### config.mk
export PLATFORM = sky130hd
export DESIGN_NAME = fcc_clock_frequency_controller
export DESIGN_NICKNAME = d
export VERILOG_FILES = /design/src/include/fcc_pkg.sv /design/src/logic/fcc_clock_frequency_controller.sv
export VERILOG_INCLUDE_DIRS = /design/src /design/src/include
export SDC_FILE = /design/constraint.sdc
export NUM_CORES = 1
export LEC_CHECK = 0
export BUFFER_PORTS_ARGS = -buffer_cell sky130_fd_sc_hd__buf_4
export CORE_AREA = 2 2 121 123
export DETAILED_ROUTE_END_ITERATION = 10
export DIE_AREA = 0 0 123 125
export PLACE_DENSITY = 0.68
export SLEW_MARGIN = 30
export SYNTH_ARGS = -nofsm -noshare
export SYNTH_HDL_FRONTEND = slang
export SYNTH_SLANG_ARGS = --single-unit
### constraint.sdc
create_clock -name clk_i -period 2 [get_ports clk_i]
set_clock_uncertainty 0.1 [all_clocks]
set_input_delay 0.4 -clock clk_i [delete_from_list [all_inputs] [get_ports clk_i]]
set_output_delay 0.4 -clock clk_i [all_outputs]
set_load 0.1 [all_outputs]
### src/include/fcc_params.svh
// register offsets, field positions, reset values and counts of the clock controller
// assumes a 32-bit classic Wishbone with byte addresses, one register per word
`ifndef FCC_PARAMS_SVH
`define FCC_PARAMS_SVH
`define FCC_OFS_FREQ_CTRL 4'h0
`define FCC_OFS_STATUS 4'h4
`define FCC_OFS_SETTLE_CFG 4'h8
`define FCC_FREQ_CTRL_RESET 16'h0102
`define FCC_FREQ_CTRL_WMASK 16'he7ff
`define FCC_SETTLE_CFG_RESET 11'h000
`define FCC_BIT_SLEEP_DIV 9
`define FCC_BIT_CLK_OUT_EN 8
`define FCC_BIT_PLL_EN 7
`define FCC_BIT_PLL_STBY 6
`define FCC_BIT_MULT_MSB 15
`define FCC_BIT_MULT_MID 5
`define FCC_BIT_MULT_LSB 4
`define FCC_BIT_IDIV_MSB 14
`define FCC_BIT_IDIV_MID 3
`define FCC_BIT_IDIV_LSB 2
`define FCC_BIT_PDIV_MSB 13
`define FCC_BIT_PDIV_MID 1
`define FCC_BIT_PDIV_LSB 0
`define FCC_MODE_2 3'h2
`define FCC_MODE_3 3'h3
`define FCC_MODE_4 3'h4
`define FCC_MODE_7 3'h7
`define FCC_MODE_CAPTURE_WAIT 2'h3
`define FCC_WD_OVERFLOW 8'hff
`define FCC_WD_MASK_0 12'h000
`define FCC_WD_MASK_1 12'h003
`define FCC_WD_MASK_2 12'h00f
`define FCC_WD_MASK_3 12'h01f
`define FCC_WD_MASK_4 12'h03f
`define FCC_WD_MASK_5 12'h0ff
`define FCC_WD_MASK_6 12'h3ff
`define FCC_WD_MASK_7 12'hfff
`endif

### src/include/fcc_pkg.sv
// types shared by the clock frequency controller and its bench
// assumes nothing beyond a SystemVerilog compiler
package fcc_pkg;

   // which oscillator feeds a divider
   typedef enum logic [1:0] {
      FCC_SRC_PLL1,
      FCC_SRC_PLL2,
      FCC_SRC_NONE
   } fcc_src_e;

   typedef enum logic {
      FCC_RUN,
      FCC_SETTLE
   } fcc_phase_e;

   // clock frequency relative to the bus clock pin: times mult, divided by div
   typedef struct packed {
      logic [3:0] mult;
      logic [2:0] div;
   } fcc_ratio_s;

   typedef struct packed {
      logic cpu_pause;
      logic int_run;
      logic per_run;
      logic pll1_on;
      logic pll1_standby;
      logic pll2_on;
      logic bus_quarter;
   } fcc_clk_ctrl_s;

endpackage

### src/logic/fcc_clock_frequency_controller.sv
// clock frequency controller: frequency control register, source selection,
// ratio decode and multiplier-change settling sequence
// assumes a classic Wishbone master on clk_i and a peripheral clock tick on clk_i
//
// Decided for this implementation: the Wishbone register port and the placing of the registers.
`timescale 1ns/1ps
`include "fcc_params.svh"
module fcc_clock_frequency_controller (
   input wire logic clk_i,
   input wire logic rst_i,
   input wire logic ce_i,
   input wire logic wb_cyc_i,
   input wire logic wb_stb_i,
   input wire logic wb_we_i,
   input wire logic [3:0] wb_adr_i,
   input wire logic [3:0] wb_sel_i,
   input wire logic [31:0] wb_dat_i,
   output logic [31:0] wb_dat_o,
   output logic wb_ack_o,
   input wire logic [2:0] clock_mode_i,
   input wire logic sleep_mode_i,
   input wire logic per_clk_tick_i,
   input wire logic bus_clk_i,
   input wire logic bus_clock_pin_i,
   output logic bus_clock_pin_o,
   output logic bus_clock_pin_oe_o,
   output fcc_pkg::fcc_src_e div1_src_o,
   output fcc_pkg::fcc_src_e div2_src_o,
   output fcc_pkg::fcc_ratio_s int_ratio_o,
   output fcc_pkg::fcc_ratio_s per_ratio_o,
   output fcc_pkg::fcc_clk_ctrl_s clk_ctrl_o
);

   // illegal codes fall back to times one
   function automatic logic [3:0] mult_decode(input logic [2:0] code);
      logic [3:0] r;
      r = 4'h1;
      unique case (code)
         3'b001: r = 4'h2;
         3'b100: r = 4'h3;
         3'b010: r = 4'h4;
         3'b101: r = 4'h6;
         3'b011: r = 4'h8;
         default: r = 4'h1;
      endcase
      return r;
   endfunction

   // shared by both dividers; only the peripheral one admits the sixth,
   // and codes outside the table give times one
   function automatic logic [2:0] div_decode(input logic [2:0] code, input logic six_ok);
      logic [2:0] r;
      r = 3'h1;
      unique case (code)
         3'b001: r = 3'h2;
         3'b100: r = 3'h3;
         3'b010: r = 3'h4;
         3'b101: r = six_ok ? 3'h6 : 3'h1;
         default: r = 3'h1;
      endcase
      return r;
   endfunction

   // count clock select to a prescaler mask: the count steps when all masked
   // prescaler bits are ones, so select 0 steps on every tick
   function automatic logic [11:0] wd_mask(input logic [2:0] sel);
      logic [11:0] m;
      m = `FCC_WD_MASK_0;
      unique case (sel)
         3'h0: m = `FCC_WD_MASK_0;
         3'h1: m = `FCC_WD_MASK_1;
         3'h2: m = `FCC_WD_MASK_2;
         3'h3: m = `FCC_WD_MASK_3;
         3'h4: m = `FCC_WD_MASK_4;
         3'h5: m = `FCC_WD_MASK_5;
         3'h6: m = `FCC_WD_MASK_6;
         3'h7: m = `FCC_WD_MASK_7;
      endcase
      return m;
   endfunction

   // mode strap and pin synchronisers
   logic [2:0] mode_meta;
   logic [2:0] mode_sync;
   logic [2:0] clock_mode;
   logic [1:0] mode_wait;
   logic pin_meta;
   logic pin_sync;

   // register state
   logic [15:0] freq_ctrl;
   logic [15:0] active;
   logic [10:0] settle_cfg;
   logic [7:0] wd_count;
   logic [11:0] prescale;
   fcc_pkg::fcc_phase_e phase;

   logic [15:0] next_freq_ctrl;
   logic [15:0] next_active;
   logic [10:0] next_settle_cfg;
   logic [7:0] next_wd_count;
   logic [11:0] next_prescale;
   fcc_pkg::fcc_phase_e next_phase;

   always_ff @(posedge clk_i) begin
      if (rst_i) begin
         mode_meta <= 3'h0;
         mode_sync <= 3'h0;
         pin_meta <= 1'b0;
         pin_sync <= 1'b0;
      end else if (ce_i) begin
         mode_meta <= clock_mode_i;
         mode_sync <= mode_meta;
         pin_meta <= bus_clock_pin_i;
         pin_sync <= pin_meta;
      end
   end

   // the strap is caught once, after the synchroniser has filled; the second
   // flop holds the strap only after two edges, so capture runs on the first
   // three edges after reset and later strap changes wait for the next reset
   always_ff @(posedge clk_i) begin
      if (rst_i) begin
         mode_wait <= 2'h0;
         clock_mode <= 3'h0;
      end else if (ce_i && mode_wait != `FCC_MODE_CAPTURE_WAIT) begin
         mode_wait <= mode_wait + 2'h1;
         clock_mode <= mode_sync;
      end
   end

   // mode groups
   wire mode_pll1_fixed = (clock_mode <= `FCC_MODE_2) || (clock_mode == `FCC_MODE_7);
   wire mode_pll1_sw = (clock_mode == `FCC_MODE_3) || (clock_mode == `FCC_MODE_4);
   wire mode_sleep_div = (clock_mode >= `FCC_MODE_3);
   wire pll2_on = (clock_mode <= `FCC_MODE_4);

   // bus decode; byte address bits [1:0] are ignored, and a write that does
   // not cover both low lanes is acknowledged but leaves the registers alone
   wire bus_req = wb_cyc_i & wb_stb_i;
   wire bus_commit = bus_req & wb_ack_o;
   wire word_lanes = (wb_sel_i[1:0] == 2'b11);
   wire [3:0] word_adr = {wb_adr_i[3:2], 2'b00};
   wire hit_fc = (word_adr == `FCC_OFS_FREQ_CTRL);
   wire hit_status = (word_adr == `FCC_OFS_STATUS);
   wire hit_settle = (word_adr == `FCC_OFS_SETTLE_CFG);
   wire wr_ok = bus_commit & wb_we_i & word_lanes;
   wire wr_fc = wr_ok & hit_fc;
   wire wr_settle = wr_ok & hit_settle;
   wire [15:0] new_fc = wb_dat_i[15:0] & `FCC_FREQ_CTRL_WMASK;

   // field extraction
   // the codes are scattered over the register, so each three-bit code is
   // gathered msb first; the active copy is what feeds the clocks
   wire [2:0] mult_new = {new_fc[`FCC_BIT_MULT_MSB], new_fc[`FCC_BIT_MULT_MID],
                          new_fc[`FCC_BIT_MULT_LSB]};
   wire [2:0] mult_cur = {freq_ctrl[`FCC_BIT_MULT_MSB], freq_ctrl[`FCC_BIT_MULT_MID],
                          freq_ctrl[`FCC_BIT_MULT_LSB]};
   wire [2:0] mult_act = {active[`FCC_BIT_MULT_MSB], active[`FCC_BIT_MULT_MID],
                          active[`FCC_BIT_MULT_LSB]};
   wire [2:0] idiv_act = {active[`FCC_BIT_IDIV_MSB], active[`FCC_BIT_IDIV_MID],
                          active[`FCC_BIT_IDIV_LSB]};
   wire [2:0] pdiv_act = {active[`FCC_BIT_PDIV_MSB], active[`FCC_BIT_PDIV_MID],
                          active[`FCC_BIT_PDIV_LSB]};

   // settling starts on a multiplier change, or in modes 3 and 4 on both PLL bits rising together;
   // a write made while settling only updates the stored register, is applied
   // at overflow and never restarts the count
   wire running = (phase == fcc_pkg::FCC_RUN);
   wire settling = (phase == fcc_pkg::FCC_SETTLE);
   wire mult_change = (mult_new != mult_cur);
   wire pll_bits_rise = mode_pll1_sw & ~freq_ctrl[`FCC_BIT_PLL_EN]
      & ~freq_ctrl[`FCC_BIT_PLL_STBY] & new_fc[`FCC_BIT_PLL_EN] & new_fc[`FCC_BIT_PLL_STBY];
   wire start_settle = wr_fc & running & (mult_change | pll_bits_rise);

   // settling watchdog count clock from the divided peripheral clock
   // the tick comes from upstream of the peripheral clock gate, so the count
   // still advances in modes where the peripheral clock is paused
   wire [11:0] tick_mask = wd_mask(settle_cfg[10:8]);
   wire wd_step = settling & per_clk_tick_i & ((prescale & tick_mask) == tick_mask);
   wire wd_overflow = wd_step & (wd_count == `FCC_WD_OVERFLOW);

   // overflow takes the value being written in the same cycle, so a late
   // divider write is not lost
   always_comb begin
      next_freq_ctrl = wr_fc ? new_fc : freq_ctrl;
      next_settle_cfg = wr_settle ? wb_dat_i[10:0] : settle_cfg;
      next_active = active;
      if (wd_overflow) begin
         next_active = next_freq_ctrl;
      end else if (wr_fc && running && !start_settle) begin
         next_active = new_fc;
      end
   end

   // settling phase: load the count, clear the prescaler, step on ticks and
   // return to run on the step from the top count
   always_comb begin
      next_phase = phase;
      next_wd_count = wd_count;
      next_prescale = prescale;
      unique case (phase)
         fcc_pkg::FCC_RUN: begin
            if (start_settle) begin
               next_phase = fcc_pkg::FCC_SETTLE;
               next_wd_count = settle_cfg[7:0];
               next_prescale = 12'h000;
            end
         end
         fcc_pkg::FCC_SETTLE: begin
            if (per_clk_tick_i) begin
               next_prescale = prescale + 12'h001;
            end
            if (wd_step) begin
               next_wd_count = wd_count + 8'h01;
            end
            if (wd_overflow) begin
               next_phase = fcc_pkg::FCC_RUN;
            end
         end
      endcase
   end

   always_ff @(posedge clk_i) begin
      if (rst_i) begin
         freq_ctrl <= `FCC_FREQ_CTRL_RESET;
         active <= `FCC_FREQ_CTRL_RESET;
         settle_cfg <= `FCC_SETTLE_CFG_RESET;
         phase <= fcc_pkg::FCC_RUN;
         wd_count <= 8'h00;
         prescale <= 12'h000;
      end else if (ce_i) begin
         freq_ctrl <= next_freq_ctrl;
         active <= next_active;
         settle_cfg <= next_settle_cfg;
         phase <= next_phase;
         wd_count <= next_wd_count;
         prescale <= next_prescale;
      end
   end

   // PLL1 state and divider sources
   // in modes 3 and 4 PLL1 follows the applied enable bit, so it stays off
   // from reset until software turns it on; modes 5 and 6 leave both PLLs off
   wire pll1_on = mode_pll1_fixed | (mode_pll1_sw & active[`FCC_BIT_PLL_EN]);
   wire pll1_standby = mode_pll1_sw & freq_ctrl[`FCC_BIT_PLL_STBY];

   wire fcc_pkg::fcc_src_e div1_src = pll1_on ? fcc_pkg::FCC_SRC_PLL1 :
      (pll2_on ? fcc_pkg::FCC_SRC_PLL2 : fcc_pkg::FCC_SRC_NONE);
   wire fcc_pkg::fcc_src_e div2_src = mode_pll1_fixed ? fcc_pkg::FCC_SRC_PLL1 :
      ((mode_pll1_sw & pll2_on) ? fcc_pkg::FCC_SRC_PLL2 : fcc_pkg::FCC_SRC_NONE);

   // ratios relative to the bus clock pin
   // with PLL1 off the internal clock runs at the pin rate whatever the divider holds
   wire [3:0] mult_val = mult_decode(mult_act);
   wire [2:0] idiv_val = div_decode(idiv_act, 1'b0);
   wire [2:0] pdiv_val = div_decode(pdiv_act, 1'b1);

   fcc_pkg::fcc_ratio_s int_ratio;
   fcc_pkg::fcc_ratio_s per_ratio;
   assign int_ratio.mult = pll1_on ? mult_val : 4'h1;
   assign int_ratio.div = pll1_on ? idiv_val : 3'h1;
   assign per_ratio.mult = mode_pll1_fixed ? mult_val : 4'h1;
   assign per_ratio.div = pdiv_val;

   // clock run controls; the peripheral clock only stops where PLL1 feeds it
   // the bus clock drops to a quarter only in sleep and only in modes 3 to 7
   fcc_pkg::fcc_clk_ctrl_s clk_ctrl;
   assign clk_ctrl.cpu_pause = settling;
   assign clk_ctrl.int_run = ~settling;
   assign clk_ctrl.per_run = ~(settling & mode_pll1_fixed);
   assign clk_ctrl.pll1_on = pll1_on;
   assign clk_ctrl.pll1_standby = pll1_standby;
   assign clk_ctrl.pll2_on = pll2_on;
   assign clk_ctrl.bus_quarter = mode_sleep_div & sleep_mode_i
      & freq_ctrl[`FCC_BIT_SLEEP_DIV];

   // the clock controls leave through flops so that dividers and gates
   // downstream see clean levels; they lag the register by one cycle
   always_ff @(posedge clk_i) begin
      if (rst_i) begin
         div1_src_o <= fcc_pkg::FCC_SRC_NONE;
         div2_src_o <= fcc_pkg::FCC_SRC_NONE;
         int_ratio_o <= '0;
         per_ratio_o <= '0;
         clk_ctrl_o <= '0;
      end else if (ce_i) begin
         div1_src_o <= div1_src;
         div2_src_o <= div2_src;
         int_ratio_o <= int_ratio;
         per_ratio_o <= per_ratio;
         clk_ctrl_o <= clk_ctrl;
      end
   end

   // bus clock pin: driven unless mode 7, low while output is disabled;
   // the clock path is not registered and is not paused by settling
   wire clk_out_en = freq_ctrl[`FCC_BIT_CLK_OUT_EN];
   assign bus_clock_pin_oe_o = (clock_mode != `FCC_MODE_7);
   assign bus_clock_pin_o = bus_clock_pin_oe_o & clk_out_en & bus_clk_i;

   // register read data
   // unmapped words and the unused high half read as zero
   wire [31:0] status_word = {16'h0000, wd_count, 1'b0, pin_sync, clock_mode,
                              pll1_standby, pll1_on, settling};
   wire [31:0] read_word = hit_fc ? {16'h0000, freq_ctrl} :
      hit_status ? status_word :
      hit_settle ? {21'h000000, settle_cfg} : 32'h00000000;

   // one wait state: data and ack registered, ack dropped after one cycle
   // a request still held after ack is answered again two cycles later, so
   // the master must drop cyc and stb for a cycle between transfers
   always_ff @(posedge clk_i) begin
      if (rst_i) begin
         wb_ack_o <= 1'b0;
         wb_dat_o <= 32'h00000000;
      end else if (ce_i) begin
         wb_ack_o <= bus_req & ~wb_ack_o;
         if (bus_req && !wb_ack_o && !wb_we_i) begin
            wb_dat_o <= read_word;
         end
      end
   end

endmodule

# After elaboration in Yosys (flattened, before gate mapping)
# Memories as Yosys holds them, arrays and structs flattened. A register that Yosys moved wholly into a read port is not among the register bits.
# Cells that the tools add are included.
[op_classes]
n_addsub = 3
multipliers = 0
n_div = 0
order_cmp = 3
n_eq_ne = 26
shifts = 0
mux = 27
bitwise = 32
reduce_logical = 17
[op_table]
columns = ["operator", "count"]
rows = [
  ["$mux W16", 5],
  ["$and A1 B1 Y1", 24],
  ["$mux W12", 2],
  ["$pmux W12 S2", 1],
  ["$eq A3 B3 Y1 const B", 7],
  ["$pmux W4 S5", 1],
  ["$mux W8", 2],
  ["$pmux W8 S2", 1],
  ["$eq A3 B2 Y1 const B", 5],
  ["$add A12 B1 Y12 const B", 1],
  ["$and A12 B12 Y12", 1],
  ["$eq A12 B12 Y1", 1],
  ["$pmux W3 S4", 1],
  ["$mux W11", 1],
  ["$eq A3 B1 Y1 const B", 3],
  ["$mux W3", 3],
  ["$pmux W3 S3", 1],
  ["$add A8 B1 Y8 const B", 1],
  ["$eq A8 B8 Y1 const B", 1],
  ["$mux W2", 4],
  ["$mux W4", 2],
  ["$reduce_and A2 Y1", 3],
  ["$reduce_and A3 Y1", 2],
  ["$logic_and A1 B1 Y1", 5],
  ["18 further kinds", 30],
]
[totals]
register_bits = 135
latch_bits = 0
mem_bits_rw = 0
romBits = 96
output_inout_bits = 60
memories = 1
[mem_list]
columns = ["memory", "words", "width", "read_ports", "rd_clocked_by_memory_dff", "wr", "line", "source"]
rows = [
  ["(name not given)", 8, 12, 1, 1, 0, "fcc_clock_frequency_controller.sv:69", "unique case (sel)"],
]

# Logic depth before layout (Yosys ltp)
# Gate-level depths: netlist (run 1).
[depth]
word_depth = 12
mapped_depth = 7
mapped_depth_nobuf = 6

# Least setup slack after synthesis (run 1)
# No wires, ideal clock.
[synth_path]
path_type = "flip-flop to output port"
startpoint = "register clock_mode[0]"
endpoint = "output bus_clock_pin_o"
arrival_ns = 2.129
required_ns = 1.500
path_slack_ns = -0.629
stages_incl_launch_ff = 4
cell_sequence = "dfxtp_1 buf_2 nand3_1 and3_1"
[synth_via]
elab_chain_len = 3
[synth_rtl]
columns = ["element", "line", "source"]
rows = [
  ["start: declaration", "fcc_clock_frequency_controller.sv:85", "logic [2:0] clock_mode;"],
  ["start signal: assignment", "fcc_clock_frequency_controller.sv:128", "clock_mode <= mode_sync;"],
  ["$ne A3 B3 Y1 (no source line)", "-", ""],
  ["named net bus_clock_pin_oe_o", "fcc_clock_frequency_controller.sv:26", "output logic bus_clock_pin_oe_o,"],
  ["$and A1 B1 Y1 (2 in a row)", "fcc_clock_frequency_controller.sv:300", "assign bus_clock_pin_o = bus_clock_pin_oe_o & clk_out_en & bus_clk_i;"],
  ["end: declaration", "fcc_clock_frequency_controller.sv:25", "output logic bus_clock_pin_o,"],
]
# The timed path passes the listed nets, and every way through them passes these cells.

# Worst setup path in the final report (run 1)
[layout_path]
startpoint = "register clock_mode[1]"
endpoint = "output bus_clock_pin_o"
[layout_via]
elab_chain_len = 3
[layout_rtl]
columns = ["element", "line"]
rows = [
  ["$ne A3 B3 Y1 (no source line)", "-"],
  ["$and A1 B1 Y1 (2 in a row)", "fcc_clock_frequency_controller.sv:300"],
]
# No other way between the ends.

==> results.md, run 1 <==
Placed design:
- Buffers placed on the I/O ports in this run total 74.
- The final estimated routing congestion in global placement is between 0.8 and 0.9.
- Prior to clock tree synthesis, the placed netlist has a worst setup slack of -0.0666 ns.
- The post-detailed-placement half-perimeter wirelength is about 11 mm.

Job:
- The tool flagged a number of max-cap violations equal to 0.

Critical path:
- The element type at the critical path end is a primary output.
- The worst setup path is launched from a register.
- The worst setup path is of the register to primary output kind.
- The arrival time at the worst endpoint is between 1 and 1.5 ns.
- Along the worst path, the maximum fanout reaches 7.
- Data on the critical path is required at its endpoint by 1.50 ns.

Floorplanning:
- The number of placement rows is 44.
- The starting density of the core is around two fifths.
- For this design the top-level I/O count stands at between 100 and 150.
- In this run the standard cell core region covers ~14000 um^2.
- The height of the chip is 125 um.
- The horizontal extent of the die is about 120 um.
- The area of the die is 15400 um^2.

GRT:
- Entering global routing, the biggest net connects 37 pins.
- The first global-routing pass estimated about 24 mm of wire.
- Global routing finished with a remaining overflow of 0.
- For this run, the total global-route usage over all layers was measured as 20.6%.
- The via count of the first global-routing pass is a little under 5000.
- The number of antenna violations at the first check in global routing was 0.

Route:
- After detailed routing, the total wire length is between 15 and 20 mm.
- After detailed routing, the average wire length per cell comes to about 16 um.
- Before antenna repair, the detailed router went through 6 iterations.
- The detail route stage leaves a number of antenna-violating nets equal to 0.
- After detailed routing, the number of remaining DRC violations is 0.
- The overall via count from detail_route is between 5000 and 6000.
- For this block, the initial DRC count from the detailed router was between 200 and 300.
- In the routed layout, each cell is associated on average with a via count of ~5.3.

Yosys:
- Counting every instance in the synthesized netlist gives 632.
- The synthesized netlist contains 64 unique library cells.
- The synthesized flop and latch total is about 120.
- The proportion of synthesized flip-flops having asynchronous set or reset is 0%.
- The Yosys warning count is 0.
- Dividing the synthesized area by the synthesized cell count gives slightly below 9 um^2.
- The cell area that synthesis handed to floorplanning was around 5500 um^2.
- The number of enable flip-flop cells after synthesis is 0.
- The proportion of synthesized chip area in sequential cells is between 40% and 50%.
- For this run, the leading register cell type out of synthesis is sky130_fd_sc_hd__dfxtp_1.

Final layout:
- Cells with a size suffix above 1 make up roughly 30% of the layout.
- The number of antenna diodes in the final layout is 0.
- Compared with the post-synthesis result, the final layout area differs by 32.8%.
- After the last flow step, the layout net total stands at 810.

Clock tree:
- The deepest clock path buffer count is 2.
- The clock-pin slew of the registers on the worst-case setup and hold paths is ~0.05 ns.
- The setup fix buffers added after clock tree synthesis is 0.
- The CTS H-tree depth is 4.
- Counting the buffers created by CTS gives 17.
- Clock tree synthesis selected as its root buffer the cell sky130_fd_sc_hd__clkbuf_16.
- TritonCTS built the clock tree.
- The insertion delay of the later-clocked pin in the worst-skew pair is 0.43 ns.
- The total number of clock tree sinks is roughly 120.
- The number of buffers added to fix hold violations after cts is 0.

Min path:
- The type of the tightest min-delay check is primary input to register.

STA:
- Setup violations remaining at the end of the flow were counted as 0.
- The smallest setup slack after layout is just over 0.06 ns.
- The post-route fraction of the period consumed by the critical path is between 90% and 100%.
- The number of failing hold endpoints at the final stage came to 0.
- Based on the critical path, the design can be clocked at up to 0.516 GHz.
- Setup repair after global routing left no endpoint under its margin.
- The minimum hold slack is about 0.11 ns.
- The clock period could shrink to just under 2 ns.
- The final number of max-transition violations is 0.

Outcome:
- The run finished with clean final reports.

Power and ir drop:
- IR analysis of the VDD net gives a maximum drop of about 0.52 mV.
- In this run the static leakage power is approximately 3 nW.
- Power spread over the standard cell area amounts to between 800 and 900 nW/um^2.
repair_timing:
| action | CTS | global route |
|---|---|---|
| gates resized for setup | 10 | 16 |
| setup endpoints to repair | 14 | 20 |
| pin swaps | 2 | 2 |
through the flow:
stage | instances | setup TNS (ns) | cell area (um^2) | power [mW] | utilization (%)
2_1_floorplan | 647 | -0.0963 | 5610 | 2.94 | -
3_3_place_gp | 920 | -0.321 | 6680 | 3.10 | 47.0
3_5_place_dp | 920 | -0.585 | 6680 | 3.11 | 47.0
4_1_cts | 951 | 0 | 7320 | 6.27 | 51.5
5_1_grt | 950 | 0 | 7370 | 6.39 | 51.9
6_report | 950 | 0 | 7370 | 6.21 | 51.9
worst max-delay path, cell delays in order (launching register included):
cell,delay [ns]
sky130_fd_sc_hd__dfxtp_2,0.36
sky130_fd_sc_hd__buf_6,0.14
sky130_fd_sc_hd__nand3_4,0.10
sky130_fd_sc_hd__and3_2,0.23
sky130_fd_sc_hd__buf_8,0.17
synth_stat cells, drive strengths merged (8+ instances only):
master	count	area, um^2
o21ai	11	55.1
nor3	32	165
nand3	27	148
mux2	8	90.1
nor2	74	278
a21oi	51	255
inv	9	33.8
mux2i	41	410
nand4	12	75.1
a211oi	13	143
dfxtp	118	2360
a221oi	8	70.1
a311oi	9	78.8
nand2	61	241
buf	40	243
clkbuf	18	68.8
power breakdown:
part,switching [mW],internal [mW]
registers,0.0219,2.39
clock network,1.06,2.08
logic,0.486,0.165
worst paths after layout:
check / startpoint / end / slack [ns] / cells after the start
max: clock_mode[1] / bus_clock_pin_o / 0.06 / 4
min: clock_mode_i[1] / mode_meta[1] / 0.11 / 3
max reg2reg: wd_count[0] / active[3] / 0.09 / 7
min reg2reg: freq_ctrl[10] / freq_ctrl[10] / 0.35 / 2
placed cells by master, fill, tap and decap left out, types with 5 or more instances in the layout:
master and count:
sky130_fd_sc_hd__a31oi_1 5, sky130_fd_sc_hd__nor3_1 31, sky130_fd_sc_hd__nand3b_1 5, sky130_fd_sc_hd__nor2b_1 7, sky130_fd_sc_hd__inv_1 9, sky130_fd_sc_hd__nor2_1 74
sky130_fd_sc_hd__mux2i_2 5, sky130_fd_sc_hd__nand4_1 12, sky130_fd_sc_hd__a22oi_1 5, sky130_fd_sc_hd__mux2_2 8, sky130_fd_sc_hd__conb_1 16, sky130_fd_sc_hd__a221oi_1 8
sky130_fd_sc_hd__xnor2_1 6, sky130_fd_sc_hd__and3_1 5, sky130_fd_sc_hd__nand2b_1 7, sky130_fd_sc_hd__mux2i_1 36, sky130_fd_sc_hd__nand2_1 58, sky130_fd_sc_hd__buf_4 138
sky130_fd_sc_hd__o21ai_0 10, sky130_fd_sc_hd__nand3_1 24, sky130_fd_sc_hd__a21oi_1 51, sky130_fd_sc_hd__dfxtp_2 5, sky130_fd_sc_hd__clkbuf_16 18, sky130_fd_sc_hd__dfxtp_1 112
sky130_fd_sc_hd__a311oi_1 9, sky130_fd_sc_hd__a211oi_2 9, sky130_fd_sc_hd__a221o_1 6
per-layer routing:
metal  vias to the layer above  GRT usage, %  part of all wire [%]
met3                        30          5.02                   5.5
li1                       2490             -                     -
met2                       147          32.5                    49
met4                         0          9.16                   2.5
met5                         -             0                     0
met1                      2407          26.5                    43
cells by family after synthesis:
logic type      share of synthesized area (%)
other cells                            0.0676
xor+xnor                                 1.11
simple gates                             23.6
compound gates                           16.7
buf+inv                                  6.23
fa+ha+maj                               0.677
flops                                    42.6
mux                                      9.02
registers in the layout (all words and copies together), names as in the netlist:
signal / cells
wd_count: 8
phase: 1
mode_sync: 3
mode_meta: 3
clock_mode: 3
wb_ack_o: 1
per_ratio_o: 7
div1_src_o: 2
settle_cfg: 11
freq_ctrl: 14
active: 10
pin_meta: 1
div2_src_o: 2
mode_wait: 2
tick_mask: 7
wb_dat_o: 16
pin_sync: 1
int_ratio_o: 7
clk_ctrl_o: 7
prescale: 12
cell type report:
| class | count | area (um^2) |
|---|---|---|
| Sequential cell | 118 | 2370 |
| Fill cell | 1313 | 6840 |
| Timing Repair Buffer | 146 | 1160 |
| Clock inverter | 8 | 120 |
| Tap cell | 184 | 230 |
| Clock buffer | 23 | 489 |
| Inverter | 9 | 33.8 |
| Multi-Input combinational cell | 462 | 2970 |
Note: power is estimated with default switching activity, not from simulation.
==> run 2: changes to the inputs <==
--- a/config.mk
+++ b/config.mk
@@ -12,3 +12,2 @@
 export DIE_AREA = 0 0 123 125
-export PLACE_DENSITY = 0.68
 export SLEW_MARGIN = 30
==> constraint.sdc (replaced) <==
create_clock -name clk_i -period 2 [get_ports clk_i]
set_clock_uncertainty 0.1 [all_clocks]
set_input_delay 0.2 -clock clk_i [delete_from_list [all_inputs] [get_ports clk_i]]
set_output_delay 0.2 -clock clk_i [all_outputs]
set_load 0.1 [all_outputs]
==> results.md, run 2 (synthesis results as in run 1) <==
Final layout:
- The area of the multi-input gates was 2950 um^2 (-0.59%).
- The area of all sequential standard cells came to 2370 um^2 (-0.26%).
- In the final layout, the registers with the most flip-flops are wb_dat_o (16), freq_ctrl (14), prescale (12).
- The number of standard cells in the layout, taps in and fillers out is 951 (+0.11%).
- The number of flip-flops under the largest register name is 16 (unchanged).
- The synthesis-to-layout area growth was 32.8% (about the same).
- The number of filler instances in the final layout is 1330 (+1.3%).
- The commonest non-fill, non-tap cell in the layout is sky130_fd_sc_hd__buf_4.
- The final cell utilization of the core was 51.8% (about the same).
- Counting flops per register, the top entry is wb_dat_o.
- The number of diodes was 0 (unchanged).
- The cell area after layout is 7360 um^2 (about the same).
- The library cells used most frequently in the layout, excluding fill and tap cells, are 125 x sky130_fd_sc_hd__buf_4, 117 x sky130_fd_sc_hd__dfxtp_1, 73 x sky130_fd_sc_hd__nor2_1, 57 x sky130_fd_sc_hd__nand2_1, 51 x sky130_fd_sc_hd__a21oi_1.
- The share of cells above drive strength 1 is 26.2% (-3.0 points).
- The layout net count is 810 (unchanged).

Critical path:
- The critical path in this run is classified as register to register.
- The required time reported for the critical path endpoint was 2.20 ns (+0.70 ns).
- The largest fanout of any net on the critical path is 11 (+4).
- The arrival time at the worst endpoint is 2.15 ns (+0.71 ns).
- The flop-to-flop setup slack is 0.06 ns (-0.03 ns).
- The worst setup path is captured at a register.
- The worst setup path is launched from a register.

Route:
- The routed length per instance came to 16.6 um (+2.9%).
- The routed wire length is 15.8 mm (+3.0%).
- The DRC violation count after routing is 0 (unchanged).
- The number of vias per cell after detailed routing came to 5.37 (+0.54%).
- The DRC marker count from the first detailed-route iteration is 332 (+15%).
- The detailed-routing iteration count for the pre-antenna-repair pass is 5 (-1).
- The remaining antenna violation count after routing is 0 (unchanged).
- The overall via count from detail_route is 5107 (+0.65%).

Clock tree:
- The tree is rooted in a sky130_fd_sc_hd__clkbuf_16.
- The insertion delay of the later-clocked pin in the worst-skew pair is 0.42 ns (about the same).
- The number of buffers created by CTS came to 17 (unchanged).
- The deepest clock path buffer count is 2 (unchanged).
- TritonCTS built the clock tree.
- The total number of clock tree sinks is 118 (unchanged).
- The clock-pin slew of the registers on the worst-case setup and hold paths was 0.05 ns (about the same).
- The CTS H-tree depth is 4 (unchanged).

Min path:
- The worst hold path belongs to the class primary input to register.

Floorplanning:
- The core outline area is 14200 um^2 (unchanged).
- The number of placement rows came to 44 (unchanged).
- The height of the chip was 125 um (unchanged).
- The starting density of the core is 39.1% (unchanged).
- The horizontal extent of the die came to 123 um (unchanged).
- The number of I/O pins was 113 (unchanged).
- The area of the die is 15400 um^2 (unchanged).

GRT:
- The number of antenna violations at the first check in global routing is 0 (unchanged).
- The via count of the first global-routing pass is 5110 (+6.0%).
- The wire length of the first global-routing pass is 25.5 mm (+4.6%).
- The pin count of the biggest net entering global routing came to 38 (+2.7%).
- The leftover overflow at the end of global routing came to 0 (unchanged).
- The overall fraction of global-route tracks in use is 21.3% (+0.67 points).

STA:
- The fmax is 0.514 GHz (-0.29%).
- Setup repair after global routing left no endpoint under its margin.
- The final number of max-transition violations came to 0 (unchanged).
- For the pin with the worst max-slew slack, the measured transition is 0.508 ns.
- The post-route fraction of the period consumed by the critical path was 97.2% (+0.28 points).
- The relative max-transition margin is 66.0%.
- The count of final setup violators came to 0 (unchanged).
- The minimum clock period was 1.94 ns (+0.00569 ns).
- The minimum hold slack is 0.0532 ns (-0.0598 ns).
- The number of failing hold endpoints at the final stage is 0 (unchanged).

Placed design:
- The final estimated routing congestion in global placement is 0.857 (-2.4%).
- The area after detailed placement is 6500 um^2 (-2.7%).
- The number of buffer cells added on primary ports was 74 (unchanged).
- The count of placed standard cells including taps was 899 (-2.3%).
- The post-detailed-placement half-perimeter wirelength is 11.4 mm (+1.2%).

Power and ir drop:
- The clock group share of total power is 51.4% (+0.7 points).
- The internal power came to 4.73 mW (+2.0%).
- The maximum vdd ir drop is 0.562 mV (+7.8%).
- The post-layout total power is 6.32 mW (+1.7%).
- The sequential power share is 38.2% (-0.6 points).
- The total leakage power is 2.99 nW (-1.1%).
- The switching portion of total power was 25.1% (-0.20 points).
- The combinational fraction of design power was 10.4% (about the same).
- The power density over the cells is 858 nW/um^2 (+1.8%).
- The net switching power was 1.59 mW (+0.93%).

Outcome:
- The run finished with clean final reports.

Job:
- The max-cap check violation count is 0 (unchanged).
==> run 2: changes by cell type in the layout (fill, tap and decap cells not counted), moves of 2 or more <==
cell | previous run | this run
sky130_fd_sc_hd__buf_12 | 3 | 1
sky130_fd_sc_hd__buf_4 | 138 | 125
sky130_fd_sc_hd__buf_6 | 4 | 1
sky130_fd_sc_hd__dfxtp_1 | 112 | 117
sky130_fd_sc_hd__dfxtp_2 | 5 | 0
sky130_fd_sc_hd__dlygate4sd3_1 | 0 | 19
sky130_fd_sc_hd__mux2i_1 | 36 | 39
sky130_fd_sc_hd__mux2i_2 | 5 | 2
==> run 2: repair_timing <==
action / in CTS / in global routing
endpoints found under the hold margin: 28 / 0
hold buffers: 19 / 0
setup endpoints to repair: 7 / 23
pin swaps: 0 / 2
resized for setup: 2 / 12
setup buffers: 0 / 1
==> run 2: path summary, 6_finish.rpt <==
check / startpoint / endpoint / cells after the start
setup / recovery: tick_mask[7] / wd_count[5] / 6
hold / removal: rst_i / clk_ctrl_o[0] / 2
setup reg to reg: tick_mask[7] / wd_count[5] / 6
hold reg to reg: wb_dat_o[12] / wb_dat_o[12] / 2
==> run 2: routing by layer <==
metal,global-route usage (%),vias up,part of all wire (%)
li1,-,2483,-
met1,27.1,2464,45
met2,34.9,129,49
met3,4.38,31,4.0
met4,8.56,0,2.4
met5,0,-,0
==> run 2: worst max-delay path: stages (launching register included) <==
cell	delay, ns
sky130_fd_sc_hd__dfxtp_1	0.30
sky130_fd_sc_hd__a21boi_1	0.15
sky130_fd_sc_hd__a2111oi_4	0.41
sky130_fd_sc_hd__buf_6	0.22
sky130_fd_sc_hd__and3_1	0.24
sky130_fd_sc_hd__nor3b_4	0.09
sky130_fd_sc_hd__a221o_1	0.31
==> run 2: metrics by stage <==
step / setup TNS [ns] / setup slack (ns)
final: 0 / 0.0562
after global routing: 0 / 0.00345
after CTS: 0 / 0.00489
after detailed placement: -0.0202 / -0.0140
after global placement: 0 / 0.0411
after floorplan: 0 / 0.0234
==> run 2: layout make-up <==
cell class / instances / area share (%)
clock buffers: 23 / 6.49
flip-flops and latches: 118 / 32.1
clock inverters: 9 / 2.01
inverters: 9 / 0.459
repair buffers: 146 / 15.8
multi-input cells: 462 / 40.0
well taps: 184 / 3.13
==> run 2: power by group through the flow <==
stage          clock network (mW)  registers, mW  logic [mW]
2_1_floorplan                   0           2.62       0.321
3_3_place_gp                    0           2.46       0.620
3_5_place_dp                    0           2.46       0.624
4_1_cts                      3.29           2.41       0.655
5_1_grt                      3.39           2.41       0.691
6_report                     3.25           2.41       0.656
